**src/verilog/lvi_consts.svh**
```systemverilog
`ifndef LVI_CONSTS_SVH
`define LVI_CONSTS_SVH

// ----------------------------------------
// timing of the send-frame guard interval
// ----------------------------------------
`define LVI_CLK_PERIOD_NS 100
`define LVI_GUARD_NS 125
// least time: round up to whole clock cycles
`define LVI_GUARD_CYC ((`LVI_GUARD_NS + `LVI_CLK_PERIOD_NS - 1) / `LVI_CLK_PERIOD_NS)

// ----------------------------------------
// synchroniser lanes and reset values
// ----------------------------------------
`define LVI_SY_RXA 0
`define LVI_SY_RXB 1
`define LVI_SY_FCL 2
`define LVI_SY_HIZ 3
// active-low test inputs idle high, line inputs idle low
`define LVI_SY_RESET 4'hC

`endif

```
**src/verilog/lvi_pkg.sv**
```systemverilog
`include "lvi_consts.svh"

package lvi_pkg;

  // ----------------------------------------
  // state of the frame delay line
  // ----------------------------------------
  typedef struct packed {
    logic [`LVI_GUARD_CYC-1:0] frame;
    logic [`LVI_GUARD_CYC-1:0] bits;
  } lvi_dly_state_t;

  // ----------------------------------------
  // state of the line interface top
  // ----------------------------------------
  typedef struct packed {
    logic [3:0] sync1;
    logic [3:0] sync2;
    logic [1:0] trail;
    logic tx_out;
    logic tx_oe;
    logic sf;
    logic sf_oe;
    logic rx_a;
    logic rx_b;
  } lvi_state_t;

endpackage

```
**src/verilog/lvi_delay.sv**
```systemverilog
`timescale 1ns/1ps
`default_nettype none
`include "lvi_consts.svh"

// delays the frame flag and data bit by the guard interval
module lvi_delay
  import lvi_pkg::*;
(
  // clock and reset
  input wire logic mclk,
  input wire logic rstn,
  // stream in
  input wire logic frame_in,
  input wire logic bit_in,
  // stream out, registered
  output logic frame_out,
  output logic bit_out
);

  lvi_dly_state_t q;
  lvi_dly_state_t next_q;

  // ----------------------------------------
  // shift stages
  // ----------------------------------------
  // a plain shift chain; the depth is tiny so no memory is needed
  always_comb begin
    next_q = q;
    next_q.frame = {q.frame[`LVI_GUARD_CYC-2:0], frame_in};
    next_q.bits = {q.bits[`LVI_GUARD_CYC-2:0], bit_in};
  end

  always_ff @(posedge mclk or negedge rstn) begin
    if (!rstn) begin
      q <= '0;
    end else begin
      q <= next_q;
    end
  end

  assign frame_out = q.frame[`LVI_GUARD_CYC-1];
  assign bit_out = q.bits[`LVI_GUARD_CYC-1];

endmodule // lvi_delay

`default_nettype wire

```
**src/verilog/lvi_line_if.sv**
```systemverilog
`timescale 1ns/1ps
`default_nettype none
`include "lvi_consts.svh"

module lvi_line_if
  import lvi_pkg::*;
(
  // clock and reset
  input wire logic mclk,
  input wire logic rstn,
  // from the frame encoder, same clock
  input wire logic tx_frame,
  input wire logic tx_bit,
  // receive pins from physical layer
  input wire logic line_rx_channel_a,
  input wire logic line_rx_channel_b,
  // test and calibration pins
  input wire logic force_constant_light_n,
  input wire logic test_hiz_n,
  // transmit pins
  output logic line_tx_out,
  output logic line_tx_oe,
  output logic send_frame_enable,
  output logic send_frame_oe,
  // synchronised receive data to the decoder
  output logic rx_data_a,
  output logic rx_data_b
);

  localparam logic [1:0] GUARD = 2'(`LVI_GUARD_CYC);

  lvi_state_t q;
  lvi_state_t next_q;
  logic frame_d;
  logic bit_d;
  logic force_on;
  logic hiz_on;

  // ----------------------------------------
  // data delay: holds data back by the guard so sf can lead it
  // ----------------------------------------
  lvi_delay u_delay (
    .mclk(mclk),
    .rstn(rstn),
    .frame_in(tx_frame),
    .bit_in(tx_bit),
    .frame_out(frame_d),
    .bit_out(bit_d)
  );

  // only the second synchroniser stage is looked at
  assign force_on = !q.sync2[`LVI_SY_FCL];
  assign hiz_on = !q.sync2[`LVI_SY_HIZ];

  // ----------------------------------------
  // next state
  // ----------------------------------------
  always_comb begin
    next_q = q;
    next_q.sync1 = {test_hiz_n, force_constant_light_n, line_rx_channel_b, line_rx_channel_a};
    next_q.sync2 = q.sync1;
    // trail counter reloads while delayed data runs, then counts out the guard
    if (frame_d) begin
      next_q.trail = GUARD;
    end else if (q.trail != 2'h0) begin
      next_q.trail = q.trail - 2'h1;
    end
    // sf rises with the raw frame, ahead of the delayed data
    next_q.sf = tx_frame | frame_d | (q.trail != 2'h0);
    // forced light wins over frame data; idle line is low
    next_q.tx_out = force_on | (frame_d & bit_d);
    next_q.tx_oe = !hiz_on;
    next_q.sf_oe = !hiz_on;
    next_q.rx_a = q.sync2[`LVI_SY_RXA];
    next_q.rx_b = q.sync2[`LVI_SY_RXB];
  end

  // ----------------------------------------
  // state register
  // ----------------------------------------
  always_ff @(posedge mclk or negedge rstn) begin
    if (!rstn) begin
      q <= '0;
      q.sync1 <= `LVI_SY_RESET;
      q.sync2 <= `LVI_SY_RESET;
    end else begin
      q <= next_q;
    end
  end

  // outputs straight from flops
  assign line_tx_out = q.tx_out;
  assign line_tx_oe = q.tx_oe;
  assign send_frame_enable = q.sf;
  assign send_frame_oe = q.sf_oe;
  assign rx_data_a = q.rx_a;
  assign rx_data_b = q.rx_b;
endmodule // lvi_line_if

`default_nettype wire

```
**config.mk**
```make
export PLATFORM = sky130hd
export DESIGN_NAME = lvi_line_if
export DESIGN_NICKNAME = d
export VERILOG_FILES = /design/src/verilog/lvi_pkg.sv /design/src/verilog/lvi_delay.sv /design/src/verilog/lvi_line_if.sv
export VERILOG_INCLUDE_DIRS = /design/src /design/src/verilog
export SDC_FILE = /design/constraint.sdc
export NUM_CORES = 1
export LEC_CHECK = 0
export ABC_CLOCK_PERIOD_IN_PS = 1400
export BUFFER_PORTS_ARGS = -buffer_cell sky130_fd_sc_hd__buf_2
export CAP_MARGIN = 20
export CORE_MARGIN = 5
export CORE_UTILIZATION = 40
export CTS_CLUSTER_SIZE = 24
export DETAILED_ROUTE_END_ITERATION = 10
export MAX_ROUTING_LAYER = met4
export PLACE_DENSITY = 0.73
export RECOVER_POWER = 25
export REMOVE_ABC_BUFFERS = 1
export SETUP_SLACK_MARGIN = 0.05
export SLEW_MARGIN = 5
export SYNTH_ARGS = -nofsm -noshare
export SYNTH_HDL_FRONTEND = slang
export SYNTH_SLANG_ARGS = --single-unit
```
**constraint.sdc**
```tcl
create_clock -name mclk -period 1.4 [get_ports mclk]
set_clock_uncertainty 0.1 [all_clocks]
set_input_delay 0.28 -clock mclk [delete_from_list [all_inputs] [get_ports mclk]]
set_output_delay 0.28 -clock mclk [all_outputs]
set_load 0.05 [all_outputs]
```
==> flow_summary.toml <==
[logic_synthesis]
ys_top_cells_by_area = "dfrtp_1 (68%), dfstp_2 (19%), ha_1 (2.3%)"
synth_xor_area_share_pct = 1.60
yosys.area_share.simple_pct = 4.11
synth.largest_area_cell = "dfrtp_1"
synth_top_family_by_area = "simple AND/OR/NAND/NOR gates"
ys_types = 9
synth-adder-area-share_pct = 2.28
ys_seq_elements = 19
synthesis.area_um2 = 548
syn_avg_cell_area_um2 = 17.7
synth_top_area_share_pct = 68.5
syn-instance-count = 31
synthMuxAreaShare_pct = 0
yosys_warnings = 0
yosysSeqAreaShare_pct = 87.7
synth-compound-area-share_pct = 1.60

[global_route]
use_met1_pct = 10.4
grt_max_degree = 20
track_usage_pct = 10.0
grt_pass1_wl_um = 1340
grt_pass1_vias = 323
busiest_layer = "met2"
antenna_found_initial = 0
grtUsageMet2_pct = 15.2
use_met3_pct = 3.45
grt.overflow.total = 0

[floorplan]
coreArea_um2 = 1300
die_y_um = 47.0
die_area_um2 = 2210
ios = 14
placementRows = 13
start_util_pct = 42.1
die_x_um = 47.0

[clock_tree]
clock_sinks = 19
ctsRootBufferMaster = "clkbuf_4"
cts_setup_buffers = 0
numCtsBuffers = 3
htreeDepth = 1
cts_tree = "built"
cts_resized = 0
cts-hold-fix-buffers = 6
cts.clk_slew.worst_paths_ns = 0.09
clockBufferDepth = 2
clkLatencyLatePin_ns = 0.29

[sta]
hold_violations = 0
relSlewSlack_pct = 74.6
maxSlewViolCount = 0
finalCriticalPeriod_ns = 1.27
setup_tns_ns = 0
worst_pin_slew_ns = 0.381
fmax_mhz = 790
rsz0062_at_grt = "false"
setup_viol_count_final = 0
post-route-period-util_pct = 90.4

[routing]
wl_per_cell_um = 10.7
totalWireLength_um = 737
drc = 0
dr_total_vias = 300
postRouteAntennaNets = 0
viasPerCell = 4.35
first_iter_violations = 1
drt-pass1-iter-count = 4

[final_layout]
final_cell_area_um2 = 721
areaGrowthSynthToFinish_pct = 31.5
fin_cells = 69
fin_nets = 64
fill_cells = 116
drive_gt1_share_pct = 37.0
fin_util_pct = 55.4
diodes = 0

[critical_path]
cp.depth = 1
crit_start = "send_frame_oe$_DFF_PN0_"
worstSetupPathType = "register to primary output"
crit_family = "flip-flops"
critical_path.endpoint_type = "primary output"
critPathLaunchType = "register"
required_ns = 1.02
rrSetupSlack_ns = 0.18
crit_buf_inv = 1
worstPathArrival_ns = 0.89
cpPeakStageDelay_ns = 0.34
rr_startpoint = "q[6]$_DFFE_PN0P_"
rr_endpoint = "q[7]$_DFFE_PN0P_"
cp_max_fo = 2
cp-endpoint = "send_frame_oe"
cpMaxStageDelayCell = "dfrtp_1"
rr_worst_depth = 4
path_cells = "buf_2"

[power_and_ir_drop]
max-vdd-ir-drop_mv = 0.939
leakage_nw = 0.348
p_per_area_nw_per_um2 = 1490
power.total_mw = 1.08

[place]
placed_area_um2 = 624
gp_congestion = 0.590
place_inst = 58
numPortBuffers = 13

[outcome]
status = "completed"

[flow_run]
cap_violations = 0

[min_path]
hold_path.class = "register to register"
worst min path at each step:
stage / start / endpoint / slack (ns) / cells past startpoint
floorplan: rstn / line_tx_out$_DFF_PN0_ / -0.12 / 0
global placement: rstn / u_delay.next_q[1]$_DFF_PN0_ / 0.12 / 1
detailed placement: rstn / u_delay.next_q[1]$_DFF_PN0_ / 0.12 / 1
CTS: tx_frame / u_delay.next_q[3]$_DFF_PN0_ / 0.005 / 1
global route: next_q[10]$_DFF_PN1_ / q[10]$_DFF_PN1_ / 0.27 / 0
finish: next_q[1]$_DFF_PN0_ / rx_data_a$_DFF_PN0_ / 0.26 / 0
power breakdown:
group          internal, mW  switching, mW
registers             0.606         0.0233
clock network         0.111          0.152
logic                0.0733          0.111
total                 0.790          0.286
logic make-up after synthesis:
logic type	Yosys count
buffers and inverters	3
adders and majority gates	1
and+or+nand+nor	6
DFF	19
xor gates and xnor gates	1
AOI/OAI and AO/OA	1
layout by cell type, fill, tap and decap left out:
cell type	netlist	routed
dfstp_2	4	4
inv_1	2	2
clkbuf_1	0	1
clkbuf_4	0	3
a211o_1	1	1
dfrtp_1	15	15
nand2_1	3	3
ha_1	1	1
nor2_1	3	3
dlygate4sd3_1	0	7
xor2_1	1	1
buf_2	0	13
state kept, by name, summed over array words and instances, names as in the netlist:
| name | flops |
|---|---|
| rx_data_a | 1 |
| rx_data_b | 1 |
| q | 3 |
| send_frame_oe | 1 |
| u_delay.frame_out | 1 |
| send_frame_enable | 1 |
| line_tx_out | 1 |
| u_delay.bit_out | 1 |
| u_delay.next_q | 2 |
| next_q | 7 |
synthesized netlist by cell type:
cell     number
buf_4         1
nor2_1        3
dfstp_2       4
inv_1         2
xor2_1        1
nand2_1       3
ha_1          1
dfrtp_1      15
a211o_1       1
routing by layer:
layer	vias up	wire, µm
li1	138	-
met1	148	285
met2	12	388
met3	2	46
met4	0	17
met5	-	0
per-stage QoR:
stage / hold slack [ns] / worst slack, ns
3_5_place_dp: 0.121 / 0.190
6_report: 0.256 / 0.134
5_1_grt: 0.268 / 0.0888
2_1_floorplan: -0.116 / 0.137
4_1_cts: 0.00544 / 0.120
3_3_place_gp: 0.119 / 0.251
cell type report:
type	instances	area, µm²	share of cell area [%]
Tap cell	15	18.8	2.60
Clock buffer	4	26.3	3.65
Sequential cell	19	480	66.7
Inverter	2	7.51	1.04
Multi-Input combinational cell	9	52.6	7.29
Timing Repair Buffer	20	135	18.8
Note: power is estimated with default switching activity, not from simulation.
